[src/common/refmon_pkg.sv]
`default_nettype none
package refmon_pkg;
	// Register byte addresses (AXI4-Lite, one aligned word each)
	localparam logic [7:0] ADDR_REF_MON = 8'h08;
	localparam logic [7:0] ADDR_SYS_CTL = 8'h0C;
	localparam logic [7:0] ADDR_IN_SEL = 8'h00;
	localparam logic [7:0] ADDR_BIAS = 8'h04;
	localparam logic [7:0] ADDR_STATUS = 8'h10;
	localparam logic [7:0] ADDR_CONTROL = 8'h14;

	// Field positions in reference_and_monitor_control, system control (gain) and input select (positive input)
	localparam int CLK_SRC_BIT = 7;
	localparam int REF_PWR_LSB = 5;
	localparam int REF_SEL_LSB = 3;
	localparam int MON_LSB = 0;
	localparam int GAIN_LSB = 4;
	localparam int POS_LSB = 3;

	// Reset values
	localparam logic [6:0] REF_MON_RST = 7'h00;
	localparam logic [7:0] SYS_CTL_RST = 8'h00;
	localparam logic [7:0] IN_SEL_RST = 8'h01;
	localparam logic [7:0] BIAS_RST = 8'h00;

	localparam logic [2:0] GAIN_UNITY = 3'h0;
	localparam logic [1:0] RESP_OKAY = 2'h0;
	localparam logic [1:0] RESP_SLVERR = 2'h2;

	typedef enum logic [1:0] {REFPWR_OFF, REFPWR_ON, REFPWR_CONV_A, REFPWR_CONV_B} ref_pwr_e;
	typedef enum logic [1:0] {REFSEL_EXT0, REFSEL_EXT1, REFSEL_INT, REFSEL_INT_DRIVE0} ref_sel_e;
	typedef enum logic [2:0] {
		MON_NORMAL, MON_OFFSET, MON_GAIN, MON_TEMP, MON_REF1, MON_REF0, MON_AVDD, MON_DVDD
	} mon_sel_e;

	// Source routed to the converter inputs
	typedef enum logic [2:0] {
		SRC_PINS, SRC_MIDSUPPLY, SRC_VREF, SRC_TEMP_DIODE, SRC_REF1_DIV4, SRC_REF0_DIV4,
		SRC_AVDD_DIV4, SRC_DVDD_DIV4
	} adc_src_e;

	typedef struct packed {
		adc_src_e src;
		logic [2:0] pos_sel;
		logic [2:0] neg_sel;
		logic [7:0] bias_en;
		ref_sel_e ref_sel;
		logic ref_drive_pair0;
		logic [2:0] gain;
		logic ref_power;
	} analog_ctl_s;
endpackage
`default_nettype wire

[src/hdl/adc_ref_and_monitor_select.sv]
// Functional notes
// - Bit 7 reads back the clock source (0 internal, 1 external) and ignores writes.
// - Reference power code 00 (default) keeps the internal reference off, 01 keeps it on.
// - Codes 10 and 11 power the reference during conversions and drop it on sleep or start low.
// - Bits 4-3 pick external pair 0, pair 1, internal, or internal driven onto pair-0 pins.
// - A nonzero monitor code overrides the input source, bias and pair-0 reference drive; the reference select is kept.
// - Monitor 000 is normal, 001 ties inputs to mid-supply, 010 routes the reference.
// - Monitor 011 routes the temperature diode, 100 pair-1 ref/4, 101 pair-0 ref/4.
// - Monitor 110 routes analog supply/4, 111 digital supply/4, inputs disconnected.
// - Monitor codes 010 to 111 force unity gain; 000 and 001 use the stored gain.
// - Returning to normal or offset mode reapplies the stored gain.
`timescale 1ns/100ps
`default_nettype none
module adc_ref_and_monitor_select
	import refmon_pkg::*;
(
	input wire logic mclk,
	input wire logic rst_n,
	input wire logic ext_clk_sel,
	input wire logic start_pin,
	input wire logic conv_busy,
	input wire logic sleep_cmd,
	input wire logic [7:0] s_axi_awaddr,
	input wire logic s_axi_awvalid,
	output logic s_axi_awready,
	input wire logic [31:0] s_axi_wdata,
	input wire logic [3:0] s_axi_wstrb,
	input wire logic s_axi_wvalid,
	output logic s_axi_wready,
	output logic [1:0] s_axi_bresp,
	output logic s_axi_bvalid,
	input wire logic s_axi_bready,
	input wire logic [7:0] s_axi_araddr,
	input wire logic s_axi_arvalid,
	output logic s_axi_arready,
	output logic [31:0] s_axi_rdata,
	output logic [1:0] s_axi_rresp,
	output logic s_axi_rvalid,
	input wire logic s_axi_rready,
	output refmon_pkg::analog_ctl_s analog_ctl
);
	import refmon_pkg::*;

	logic clk_meta_r, clk_src_r;
	logic start_meta_r, start_sync_r;
	logic [6:0] ref_mon_r;
	logic [7:0] sys_ctl_r;
	logic [7:0] in_sel_r;
	logic [7:0] bias_r;
	logic sleep_r;
	logic busy_prev_r;
	logic busy_rise;
	logic ref_on_r;
	logic [7:0] awaddr_r;
	logic aw_held_r;
	logic [31:0] wdata_r;
	logic [3:0] wstrb_r;
	logic w_held_r;
	logic wr_go;
	logic wr_hit;
	ref_pwr_e ref_pwr;
	mon_sel_e mon;
	analog_ctl_s ctl_nxt;

	// Both pins come from outside mclk
	always_ff @(posedge mclk or negedge rst_n)
	begin
		if (!rst_n)
		begin
			clk_meta_r <= 1'b0;
			clk_src_r <= 1'b0;
			start_meta_r <= 1'b0;
			start_sync_r <= 1'b0;
		end
		else
		begin
			clk_meta_r <= ext_clk_sel;
			clk_src_r <= clk_meta_r;
			start_meta_r <= start_pin;
			start_sync_r <= start_meta_r;
		end
	end

	function automatic logic is_mapped(input logic [7:0] a);
		is_mapped = (a == ADDR_REF_MON) || (a == ADDR_SYS_CTL) || (a == ADDR_IN_SEL) ||
			(a == ADDR_BIAS) || (a == ADDR_STATUS) || (a == ADDR_CONTROL);
	endfunction

	// Write channel: address and data taken independently, in either order
	assign s_axi_awready = !aw_held_r && !s_axi_bvalid;
	assign s_axi_wready = !w_held_r && !s_axi_bvalid;
	assign wr_go = aw_held_r && w_held_r;
	assign wr_hit = wr_go && wstrb_r[0];

	always_ff @(posedge mclk or negedge rst_n)
	begin
		if (!rst_n)
		begin
			aw_held_r <= 1'b0;
			awaddr_r <= 8'h00;
		end
		else if (s_axi_awvalid && s_axi_awready)
		begin
			aw_held_r <= 1'b1;
			awaddr_r <= s_axi_awaddr;
		end
		else if (wr_go)
			aw_held_r <= 1'b0;
	end

	always_ff @(posedge mclk or negedge rst_n)
	begin
		if (!rst_n)
		begin
			w_held_r <= 1'b0;
			wdata_r <= 32'h00000000;
			wstrb_r <= 4'h0;
		end
		else if (s_axi_wvalid && s_axi_wready)
		begin
			w_held_r <= 1'b1;
			wdata_r <= s_axi_wdata;
			wstrb_r <= s_axi_wstrb;
		end
		else if (wr_go)
			w_held_r <= 1'b0;
	end

	always_ff @(posedge mclk or negedge rst_n)
	begin
		if (!rst_n)
		begin
			s_axi_bvalid <= 1'b0;
			s_axi_bresp <= RESP_OKAY;
		end
		else if (wr_go)
		begin
			s_axi_bvalid <= 1'b1;
			s_axi_bresp <= is_mapped(awaddr_r) ? RESP_OKAY : RESP_SLVERR;
		end
		else if (s_axi_bready)
			s_axi_bvalid <= 1'b0;
	end

	// Bit 7 has no storage; writes to it fall away
	always_ff @(posedge mclk or negedge rst_n)
	begin
		if (!rst_n)
			ref_mon_r <= REF_MON_RST;
		else if (wr_hit && awaddr_r == ADDR_REF_MON)
			ref_mon_r <= wdata_r[6:0];
	end

	// Stored settings are written only by software, never by the override
	always_ff @(posedge mclk or negedge rst_n)
	begin
		if (!rst_n)
		begin
			sys_ctl_r <= SYS_CTL_RST;
			in_sel_r <= IN_SEL_RST;
			bias_r <= BIAS_RST;
		end
		else if (wr_hit)
		begin
			if (awaddr_r == ADDR_SYS_CTL)
				sys_ctl_r <= {1'b0, wdata_r[6:0]};
			if (awaddr_r == ADDR_IN_SEL)
				in_sel_r <= wdata_r[7:0];
			if (awaddr_r == ADDR_BIAS)
				bias_r <= wdata_r[7:0];
		end
	end

	// Start edge only, so a busy level held high cannot undo a sleep
	always_ff @(posedge mclk or negedge rst_n)
	begin
		if (!rst_n)
			busy_prev_r <= 1'b0;
		else
			busy_prev_r <= conv_busy;
	end

	assign busy_rise = conv_busy && !busy_prev_r;

	// Sleep request latches until a conversion starts again; a set beats the clear
	always_ff @(posedge mclk or negedge rst_n)
	begin
		if (!rst_n)
			sleep_r <= 1'b0;
		else if (sleep_cmd || (wr_hit && awaddr_r == ADDR_CONTROL && wdata_r[0]))
			sleep_r <= 1'b1;
		else if (busy_rise)
			sleep_r <= 1'b0;
	end

	assign ref_pwr = ref_pwr_e'(ref_mon_r[REF_PWR_LSB +: 2]);
	assign mon = mon_sel_e'(ref_mon_r[MON_LSB +: 3]);

	always_ff @(posedge mclk or negedge rst_n)
	begin
		if (!rst_n)
			ref_on_r <= 1'b0;
		else
		begin
			unique case (ref_pwr)
				REFPWR_OFF: ref_on_r <= 1'b0;
				REFPWR_ON: ref_on_r <= 1'b1;
				REFPWR_CONV_A, REFPWR_CONV_B:
					ref_on_r <= conv_busy && start_sync_r && !sleep_r && !sleep_cmd;
			endcase
		end
	end

	always_comb
	begin
		ctl_nxt.pos_sel = in_sel_r[POS_LSB +: 3];
		ctl_nxt.neg_sel = in_sel_r[2:0];
		ctl_nxt.bias_en = bias_r;
		ctl_nxt.ref_sel = ref_sel_e'(ref_mon_r[REF_SEL_LSB +: 2]);
		ctl_nxt.ref_drive_pair0 = (ctl_nxt.ref_sel == REFSEL_INT_DRIVE0);
		ctl_nxt.gain = sys_ctl_r[GAIN_LSB +: 3];
		ctl_nxt.ref_power = ref_on_r;
		ctl_nxt.src = SRC_PINS;
		unique case (mon)
			MON_NORMAL: ctl_nxt.src = SRC_PINS;
			MON_OFFSET: ctl_nxt.src = SRC_MIDSUPPLY;
			MON_GAIN: ctl_nxt.src = SRC_VREF;
			MON_TEMP: ctl_nxt.src = SRC_TEMP_DIODE;
			MON_REF1: ctl_nxt.src = SRC_REF1_DIV4;
			MON_REF0: ctl_nxt.src = SRC_REF0_DIV4;
			MON_AVDD: ctl_nxt.src = SRC_AVDD_DIV4;
			MON_DVDD: ctl_nxt.src = SRC_DVDD_DIV4;
		endcase
		// Override leaves no pin switch closed; stored fields stay untouched
		if (mon != MON_NORMAL)
		begin
			ctl_nxt.bias_en = 8'h00;
			ctl_nxt.ref_drive_pair0 = 1'b0;
		end
		if (mon != MON_NORMAL && mon != MON_OFFSET)
			ctl_nxt.gain = GAIN_UNITY;
	end

	always_ff @(posedge mclk or negedge rst_n)
	begin
		if (!rst_n)
			analog_ctl <= '0;
		else
			analog_ctl <= ctl_nxt;
	end

	// Read channel: one cycle after the address is taken
	assign s_axi_arready = !s_axi_rvalid;

	always_ff @(posedge mclk or negedge rst_n)
	begin
		if (!rst_n)
		begin
			s_axi_rvalid <= 1'b0;
			s_axi_rdata <= 32'h00000000;
			s_axi_rresp <= RESP_OKAY;
		end
		else if (s_axi_arvalid && s_axi_arready)
		begin
			s_axi_rvalid <= 1'b1;
			s_axi_rresp <= is_mapped(s_axi_araddr) ? RESP_OKAY : RESP_SLVERR;
			s_axi_rdata <= 32'h00000000;
			unique case (s_axi_araddr)
				ADDR_REF_MON: s_axi_rdata <= {24'h000000, clk_src_r, ref_mon_r};
				ADDR_SYS_CTL: s_axi_rdata <= {24'h000000, sys_ctl_r};
				ADDR_IN_SEL: s_axi_rdata <= {24'h000000, in_sel_r};
				ADDR_BIAS: s_axi_rdata <= {24'h000000, bias_r};
				ADDR_STATUS: s_axi_rdata <= {24'h000000, 3'h0, analog_ctl.src, sleep_r, ref_on_r};
				ADDR_CONTROL: s_axi_rdata <= 32'h00000000;
				default: s_axi_rdata <= 32'h00000000;
			endcase
		end
		else if (s_axi_rready)
			s_axi_rvalid <= 1'b0;
	end
endmodule
`default_nettype wire

[config.mk]
export PLATFORM = sky130hd
export DESIGN_NAME = adc_ref_and_monitor_select
export DESIGN_NICKNAME = d
export VERILOG_FILES = /design/src/common/refmon_pkg.sv /design/src/hdl/adc_ref_and_monitor_select.sv
export SDC_FILE = /design/constraint.sdc
export NUM_CORES = 1
export LEC_CHECK = 0
export ABC_AREA = 0
export BUFFER_PORTS_ARGS = -buffer_cell sky130_fd_sc_hd__buf_4
export CORE_ASPECT_RATIO = 0.5
export CORE_MARGIN = 2
export CORE_UTILIZATION = 45
export DETAILED_ROUTE_END_ITERATION = 8
export PLACE_DENSITY = 0.75
export SLEW_MARGIN = 20
export SYNTH_ARGS = -nofsm -noshare
export SYNTH_HDL_FRONTEND = slang
export SYNTH_SLANG_ARGS = --single-unit
[constraint.sdc]
create_clock -name mclk -period 2.5 [get_ports mclk]
set_clock_uncertainty 0.15 [all_clocks]
set_input_delay 0.125 -clock mclk [delete_from_list [all_inputs] [get_ports mclk]]
set_output_delay 0.125 -clock mclk [all_outputs]
set_load 0.01 [all_outputs]
==> flow_metrics.tcl, run 1 <==
set metrics [dict create \
    yosys_warnings 0 \
    cts_tree "done" \
    hold_class "input pin to register" \
    ir_worst_vdd_mv 0.483 \
    placement_rows 23 \
    finalCritPeriodShare_pct 99.1 \
    nNetsFinal 445 \
    area_growth_pct 30.9 \
    port_buffers 74 \
    cts_buffers 9 \
    initial_utilization_pct 47.2 \
    die_h_um 69.2 \
    power_density_mw_per_mm2 820 \
    setup_violations 0 \
    drc 0 \
    relSlewSlack_pct 56.6 \
    cp_cell_sequence "or4_1, or3_4, or4_4, mux2_4" \
    placed_cells 459 \
    cts.sinks 92 \
    dp_hpwl_um 5580 \
    yosys-top-cells-area "dfrtp_1, mux2_2, mux2_4" \
    cts_setup_buffers 0 \
    status "finished clean" \
    rsz0062_at_grt "true" \
    slew_viol_final 0 \
    track_usage_pct 18.5 \
    htreeDepth 3 \
    start_kind "register" \
    crit_type "register to register" \
    drtPass1Iterations 4 \
    drt-total-wl_um 7890 \
    design.core.area_mm2 0.00812 \
    ys_seq_area_share_pct 60.1 \
    drive_gt1_share_pct 40.7 \
    layoutNonFillerInstCount 498 \
    die_area_mm2 0.00931 \
    synth.most_common_cell "dfrtp_1" \
    wl_per_cell_um 15.8 \
    synthArstFlopShare_pct 100 \
    dp_slack_ns 0.00351 \
    clkTransAtPathRegs_ns 0.06 \
    setup_slack_ns 0.0221 \
    cts_root_buffer "clkbuf_16" \
    globalRouteOverflowTotal 0 \
    synth_flop_cell "dfrtp_1" \
    max_stage_delay_ns 0.61 \
    min_period_ns 2.48 \
    synth.top_cells.by_count "dfrtp_1, mux2_2, buf_4" \
    vias 2460 \
    critPathSlowestCell "or4_4" \
    crit_fanout 7 \
    synth_edf_count 0 \
    hold_viol 0 \
    grt_max_degree 49 \
    crit_arrival_ns 2.55 \
    grt_pass1_vias 2588 \
    grt_pass1_wl_um 13200 \
    ant_nets 0 \
    synth_area_mm2 0.00383 \
    cp.required_ns 2.57 \
    synth_largest_area_cell "dfrtp_1" \
    netlist_instances 274 \
    clkLatencyLatePin_ns 0.34 \
    worst_slew_pin_slew_ns 0.651 \
    power.leakage_nw 2.49 \
    viasPerCell 4.94 \
    crit_path_end_kind "register" \
    clockBufferDepth 2 \
    ys_ff_latch 92 \
    cap_violations 0 \
    antenna_found_initial 0 \
    synthDistinctLibCells 37 \
    drtIter0Drc 230 \
    die_w_um 134 \
    syn_area_per_cell_um2 14.0 \
    synth_top_area_share_pct 59.5 \
    setup_tns_ns 0 \
    diodes 0 \
    num_io_pins 128 \
    p_total_mw 4.11 \
    place_congestion 0.807 \
    fmaxAchievable_mhz 404 \
]
[state kept, by name, indices dropped and copies added, names as in the netlist, 7 cells and up]
register / flops
analog_ctl: 24
awaddr_r: 8
bias_r: 8
in_sel_r: 8
ref_mon_r: 7
s_axi_rdata: 8
sys_ctl_r: 7
wdata_r: 8
[path summary, 6_finish.rpt]
kind	startpoint	end	slack, ns	cells after the start
worst min register to register	start_meta_r	start_sync_r	0.20	0
max in group asynchronous	rst_n	in_sel_r[0]	1.24	3
worst max-delay path	awaddr_r[1]	sys_ctl_r[1]	0.02	4
worst max register to register	awaddr_r[1]	sys_ctl_r[1]	0.02	4
worst min-delay path	s_axi_araddr[3]	s_axi_rresp[1]	0.06	3
min in group asynchronous	rst_n	start_sync_r	0.18	2
[repair_timing]
item                       4_1_cts  5_1_grt
hold buffers                    24        0
hold endpoints to repair        69        0
setup endpoints to repair        4       29
pin swaps                        0        2
resized for setup                1        0
[cell usage in the layout, fill, tap and decap left out, types with 2 or more instances in the layout]
cell type      count
and2_1            13
nand2_1           11
a31oi_1            5
conb_1            26
mux2_4            14
clkbuf_8           2
buf_12             2
a221o_1            5
inv_1              7
dlygate4sd3_1     24
nor4bb_1           6
nand3_1            2
nor4_4             2
buf_4             82
a22o_1             3
mux2_2            37
nand2b_1           2
nor2_1             6
mux4_2             2
a21oi_1            8
or4_4              2
o21ai_0            6
clkbuf_16          9
dfrtp_1           91
nor4_1             2
[final cells by class]
| cell class | count | area [um2] |
|---|---|---|
| clock buffer | 12 | 256 |
| tap | 112 | 140 |
| multi-input combinational | 164 | 1340 |
| inverter | 7 | 26.3 |
| timing repair buffer | 108 | 896 |
| fill | 619 | 3100 |
| clock inverter | 3 | 46.3 |
| sequential | 92 | 2300 |
[routing by layer]
layer  vias up  global-route usage [%]  share of wire [%]
li1       1135                       -                  -
met1      1230                    23.6                 45
met2        86                    29.9                 49
met3         9                    7.09                5.5
met4         0                    5.15               0.94
met5         -                       0                  0
[report_power, final]
group | switching [mW] | leakage (nW) | internal (mW) | total, mW
registers | 0.238 | 1.21 | 1.75 | 1.99
clock network | 0.534 | 0.145 | 0.825 | 1.36
logic | 0.346 | 1.13 | 0.415 | 0.761
[stage by stage]
stage	hold slack (ns)	area (um2)	util (%)
global placement	0.0142	4460	55.0
CTS	0.0407	5010	61.8
detailed placement	0.0225	4460	55.0
global route	0.0427	5010	61.8
floorplan	-0.321	3920	-
finish	0.0570	5010	61.8
[critical path: cells and delay by family (launching register included)]
family           cells  cell delay (ns)
AND/OR/NAND/NOR      3             1.49
multiplexers         1             0.34
flip-flops           1             0.38
[cell families (layout without fill, tap and decap cells)]
family	Yosys count	count (layout)	share of synthesized area, %
AO/OA/AOI/OAI	31	31	5.46
buffers and inverters	43	130	7.35
flip-flops	92	92	60.1
multiplexers	54	54	17.8
other	1	26	0.0979
AND/OR/NAND/NOR	53	53	9.15
Note: power is estimated with default switching activity, not from simulation.
==> run 2, diff against run 1 <==
--- a/config.mk
+++ b/config.mk
@@ -11,7 +11,7 @@
 export CORE_MARGIN = 2
 export CORE_UTILIZATION = 45
 export DETAILED_ROUTE_END_ITERATION = 8
-export PLACE_DENSITY = 0.75
+export PLACE_DENSITY = 0.73
 export SLEW_MARGIN = 20
 export SYNTH_ARGS = -nofsm -noshare
 export SYNTH_HDL_FRONTEND = slang
==> constraint.sdc (replaced) <==
create_clock -name mclk -period 2.7 [get_ports mclk]
set_clock_uncertainty 0.15 [all_clocks]
set_input_delay 0.135 -clock mclk [delete_from_list [all_inputs] [get_ports mclk]]
set_output_delay 0.135 -clock mclk [all_outputs]
set_load 0.01 [all_outputs]
==> flow_metrics.tcl, run 2 (synthesis gave the netlist of run 1 again) <==
set metrics [dict create \
    die_h_um 69.2 \
    fmaxAchievable_mhz 392 \
    finalCritPeriodShare_pct 94.5 \
    die_w_um 134 \
    drc 0 \
    drtIter0Drc 191 \
    track_usage_pct 18.6 \
    clkLatencyLatePin_ns 0.34 \
    design.core.area_mm2 0.00812 \
    mostFrequentLayoutCells "dfrtp_1, buf_4, mux2_2" \
    ir_worst_vdd_mv 0.593 \
    setup_violations 0 \
    placed_area_mm2 0.00443 \
    multi_input_area_mm2 0.00134 \
    crit_top_cell "buf_4" \
    die_area_mm2 0.00931 \
    largest_register_ffs 24 \
    grt_pass1_wl_um 13200 \
    dp_hpwl_um 5470 \
    cap_violations 0 \
    cp.required_ns 2.77 \
    area_growth_pct 29.5 \
    placement_rows 23 \
    critPathSlowestCell "or4_1" \
    layout_commonest_cell "dfrtp_1" \
    antenna_found_initial 0 \
    clockBufferDepth 2 \
    cp_cell_sequence "or4_1, or3_1, buf_4, nor4_4, buf_4, mux2_2" \
    crit_arrival_ns 2.62 \
    max_stage_delay_ns 0.51 \
    htreeDepth 3 \
    crit_path_end_kind "register" \
    drt-total-wl_um 7970 \
    worst_slew_pin_slew_ns 0.715 \
    cts_setup_buffers 0 \
    cts.sinks 92 \
    wl_per_cell_um 16.1 \
    diodes 0 \
    crit_type "register to register" \
    status "finished clean" \
    initial_utilization_pct 47.2 \
    n_fill_cell 615 \
    ant_nets 0 \
    cts_tree "done" \
    globalRouteOverflowTotal 0 \
    nNetsFinal 442 \
    min_period_ns 2.55 \
    cts_buffers 9 \
    num_io_pins 128 \
    drive_gt1_share_pct 40.1 \
    power_density_mw_per_mm2 754 \
    vias 2491 \
    viasPerCell 5.02 \
    seq_area_mm2 0.00230 \
    cts_root_buffer "clkbuf_16" \
    place_congestion 0.805 \
    grt_max_degree 52 \
    drtPass1Iterations 4 \
    slew_viol_final 0 \
    hold_viol 0 \
    crit_fanout 8 \
    clkTransAtPathRegs_ns 0.06 \
    layoutNonFillerInstCount 496 \
    start_kind "register" \
    relSlewSlack_pct 52.3 \
    rsz0062_at_grt "false" \
    largest-register "analog_ctl" \
    power.leakage_nw 2.47 \
    critPathBufInv 2 \
    placed_cells 456 \
    setup_tns_ns 0 \
    cp_top_family "simple AND/OR/NAND/NOR gates" \
    port_buffers 74 \
    grt_pass1_vias 2566 \
    final_area_mm2 0.00496 \
    hold_class "input pin to register" \
]
==> run 2: cell count changes in the layout (fill, tap and decap cells not counted), sizes merged <==
cell | previous run | this run
buf | 84 | 81
bufinv | 1 | 0
clkbuf | 12 | 13
clkinvlp | 1 | 2
==> run 2: report_power, final <==
group / internal [mW] / switching, mW
sequential: 1.62 / 0.217
combinational: 0.379 / 0.322
clock: 0.698 / 0.500
==> run 2: final timing paths <==
| kind | start | slack, ns | to | cells after the start |
|---|---|---|---|---|
| worst max-delay path | awaddr_r[1] | 0.15 | in_sel_r[7] | 6 |
| worst min-delay path | s_axi_araddr[4] | 0.09 | s_axi_rresp[1] | 3 |
| worst max register to register | awaddr_r[1] | 0.15 | in_sel_r[7] | 6 |
| worst min register to register | start_meta_r | 0.20 | start_sync_r | 0 |
| max in group asynchronous | rst_n | 1.58 | analog_ctl[11] | 3 |
| min in group asynchronous | rst_n | 0.18 | busy_prev_r | 2 |
==> run 2: worst reg2reg max path: stages, from the launching register on <==
cell	delay (ns)
dfrtp_1	0.37
or4_1	0.51
or3_1	0.42
buf_4	0.20
nor4_4	0.19
buf_4	0.24
mux2_2	0.36
==> run 2: metal layers <==
metal	up-vias	GRT usage [%]	wire, um
met5	-	0	0
li1	1127	-	-
met3	8	4.75	391
met2	88	29.7	3850
met4	0	6.67	100
met1	1268	24.9	3620
==> run 2: final cells by class <==
class,instances,area share [%]
Inverter,7,0.530
Clock inverter,3,0.404
Sequential cell,92,46.4
Multi-Input combinational cell,164,27.0
Clock buffer,13,5.45
Timing Repair Buffer,105,17.4
Tap cell,112,2.83
==> run 2: per-stage QoR <==
step                hold slack, ns  power, mW  setup WS (ns)  util (%)
global route                 0.115       3.94         0.0629      61.1
finish                      0.0857       3.74          0.147      61.1
global placement         0.0000267       2.50          0.214      54.6
floorplan                   -0.311       2.24          0.220         -
CTS                         0.0738       3.77          0.147      61.1
detailed placement          0.0101       2.54          0.160      54.6
==> run 2: timing repair <==
item,4_1_cts,5_1_grt
endpoints found under the hold margin,63,0
resized for setup,0,0
hold buffers,24,0
==> run 3, diff against run 2 <==
--- a/config.mk
+++ b/config.mk
@@ -16,3 +16,4 @@
 export SYNTH_ARGS = -nofsm -noshare
 export SYNTH_HDL_FRONTEND = slang
 export SYNTH_SLANG_ARGS = --single-unit
+export TNS_END_PERCENT = 20
==> constraint.sdc (replaced) <==
create_clock -name mclk -period 2.7 [get_ports mclk]
set_clock_uncertainty 0.15 [all_clocks]
set_input_delay 0.135 -clock mclk [delete_from_list [all_inputs] [get_ports mclk]]
set_output_delay 0.135 -clock mclk [all_outputs]
set_load 0.1 [all_outputs]
==> flow_metrics.tcl, run 3 (synthesis gave the netlist of run 1 again) <==
set metrics [dict create \
    cp.required_ns 2.77 \
    slew_viol_final 0 \
    drtPass1Iterations 4 \
    hold_path_depth 3 \
    setup_violations 0 \
    worstHoldStart "s_axi_araddr[4]" \
    mostFrequentLayoutCells "dfrtp_1, buf_4, mux2_2" \
    dp_slack_ns 0.165 \
    crit_top_cell "buf_4" \
    dp_hpwl_um 5480 \
    p_sw_mw 1.69 \
    power.share.clock_pct 29.3 \
    ant_nets 0 \
    relSlewSlack_pct 48.5 \
    viasPerCell 4.92 \
    drt-total-wl_um 8180 \
    power_density_mw_per_mm2 904 \
    grt_max_degree 93 \
    cts_buffers 9 \
    crit_type "register to register" \
    clkTransAtPathRegs_ns 0.06 \
    largest-register "analog_ctl" \
    port_buffers 74 \
    largest_register_ffs 24 \
    globalRouteOverflowTotal 0 \
    rsz0062_at_grt "false" \
    hold_viol 0 \
    drc 0 \
    hold_class "input pin to register" \
    die_area_mm2 0.00931 \
    finalCritPeriodShare_pct 93.3 \
    placed_area_mm2 0.00443 \
    ir_worst_vdd_mv 0.777 \
    cts_resized 0 \
    layout_commonest_cell "dfrtp_1" \
    setup_slack_ns 0.181 \
    placement_rows 23 \
    seqPwrFrac_pct 40.9 \
    nNetsFinal 442 \
    grt_pass1_wl_um 13200 \
    cap_violations 0 \
    crit_fanout 8 \
    htreeDepth 3 \
    wl_per_cell_um 16.5 \
    cts_setup_buffers 0 \
    combPwrFrac_pct 29.7 \
    max_stage_delay_ns 0.50 \
    p_int_mw 2.82 \
    cts_root_buffer "clkbuf_16" \
    final_area_mm2 0.00499 \
    clkLatencyLatePin_ns 0.34 \
    holdPathEnd "s_axi_rresp[1]" \
    drive_gt1_share_pct 40.6 \
    ff2ff_setup_slack_ns 0.18 \
    worst_slew_pin_slew_ns 0.767 \
    design.core.area_mm2 0.00812 \
    power.leakage_nw 2.48 \
    track_usage_pct 18.8 \
    cp_cell_sequence "or4_1, or3_1, buf_4, nor4_4, buf_4, mux2_2" \
    r2r-start "awaddr_r[1]" \
    clockBufferDepth 2 \
    cts.sinks 92 \
    area_growth_pct 30.3 \
    cts_tree "done" \
    ctsHoldBuffers 24 \
    min_period_ns 2.52 \
    status "finished clean" \
    initial_utilization_pct 47.2 \
    timing.rr.end "in_sel_r[3]" \
    grt_pass1_vias 2475 \
    crit_arrival_ns 2.59 \
    antenna_found_initial 0 \
    die_h_um 69.2 \
    crit_path_end_kind "register" \
    sw_frac_of_total_pct 37.5 \
    num_io_pins 128 \
    reg2reg_depth 6 \
    critPathSlowestCell "or4_1" \
    diodes 0 \
    start_kind "register" \
    place_congestion 0.782 \
    fmaxAchievable_mhz 397 \
    vias 2439 \
    drtIter0Drc 187 \
    die_w_um 134 \
]
## run 3: cell types whose count changed in the layout (fill, tap and decap cells not counted)
cell,before,now
clkbuf_8,3,0
nor2_1,6,4
clkinv_4,0,1
bufinv_16,0,2
nor2_2,0,2
## run 3: cell type report
type	instances	area (um2)
fillers	605	3120
flip-flops and latches	92	2300
multi-input cells	164	1340
repair buffers	105	861
clock buffers	10	229
well taps	112	140
clock inverters	6	88.8
inverters	7	26.3
## run 3: power groups by stage
stage	clock [mW]	sequential [mW]	combinational, mW
2_1_floorplan	0	2.17	0.711
3_3_place_gp	0	1.85	1.29
3_5_place_dp	0	1.87	1.32
4_1_cts	1.35	1.85	1.35
5_1_grt	1.42	1.88	1.41
6_report	1.32	1.85	1.34
## run 3: metrics by stage
| step | power (mW) | TNS, ns | utilization [%] | cells | hold WS (ns) |
|---|---|---|---|---|---|
| 6_report | 4.51 | 0 | 61.5 | 496 | 0.0625 |
| 5_1_grt | 4.71 | 0 | 61.5 | 496 | 0.0775 |
| 4_1_cts | 4.55 | 0 | 61.5 | 496 | 0.0483 |
| 3_5_place_dp | 3.19 | 0 | 54.6 | 456 | 0.0702 |
| 3_3_place_gp | 3.14 | 0 | 54.6 | 456 | 0.0629 |
| 2_1_floorplan | 2.88 | -3.26 | - | 299 | -0.311 |
## run 3: how the worst max path moves through the flow
stage                             from      endpoint  slack (ns)  cells after the start
after global placement     awaddr_r[1]  sys_ctl_r[2]        0.21                      4
after CTS                  awaddr_r[1]   in_sel_r[3]        0.15                      6
after floorplan           s_axi_bvalid    wdata_r[0]       -0.21                      4
final                      awaddr_r[1]   in_sel_r[3]        0.18                      6
after detailed placement   awaddr_r[1]   in_sel_r[3]        0.17                      6
after global routing       awaddr_r[1]   in_sel_r[3]         0.1                      6
## run 3: layer usage
layer  routed length [um]  global-route usage [%]
met1                 3640                    24.9
met2                 3960                    30.0
met5                    0                       0
met4                   89                    5.26
met3                  490                    6.07
## run 3: worst max-delay path: cells and delay by family (launching register included)
kind                   cells  cell delay [ns]
buffers and inverters      2             0.42
multiplexers               1             0.36
AND/OR/NAND/NOR            3             1.09
flip-flops                 1             0.37
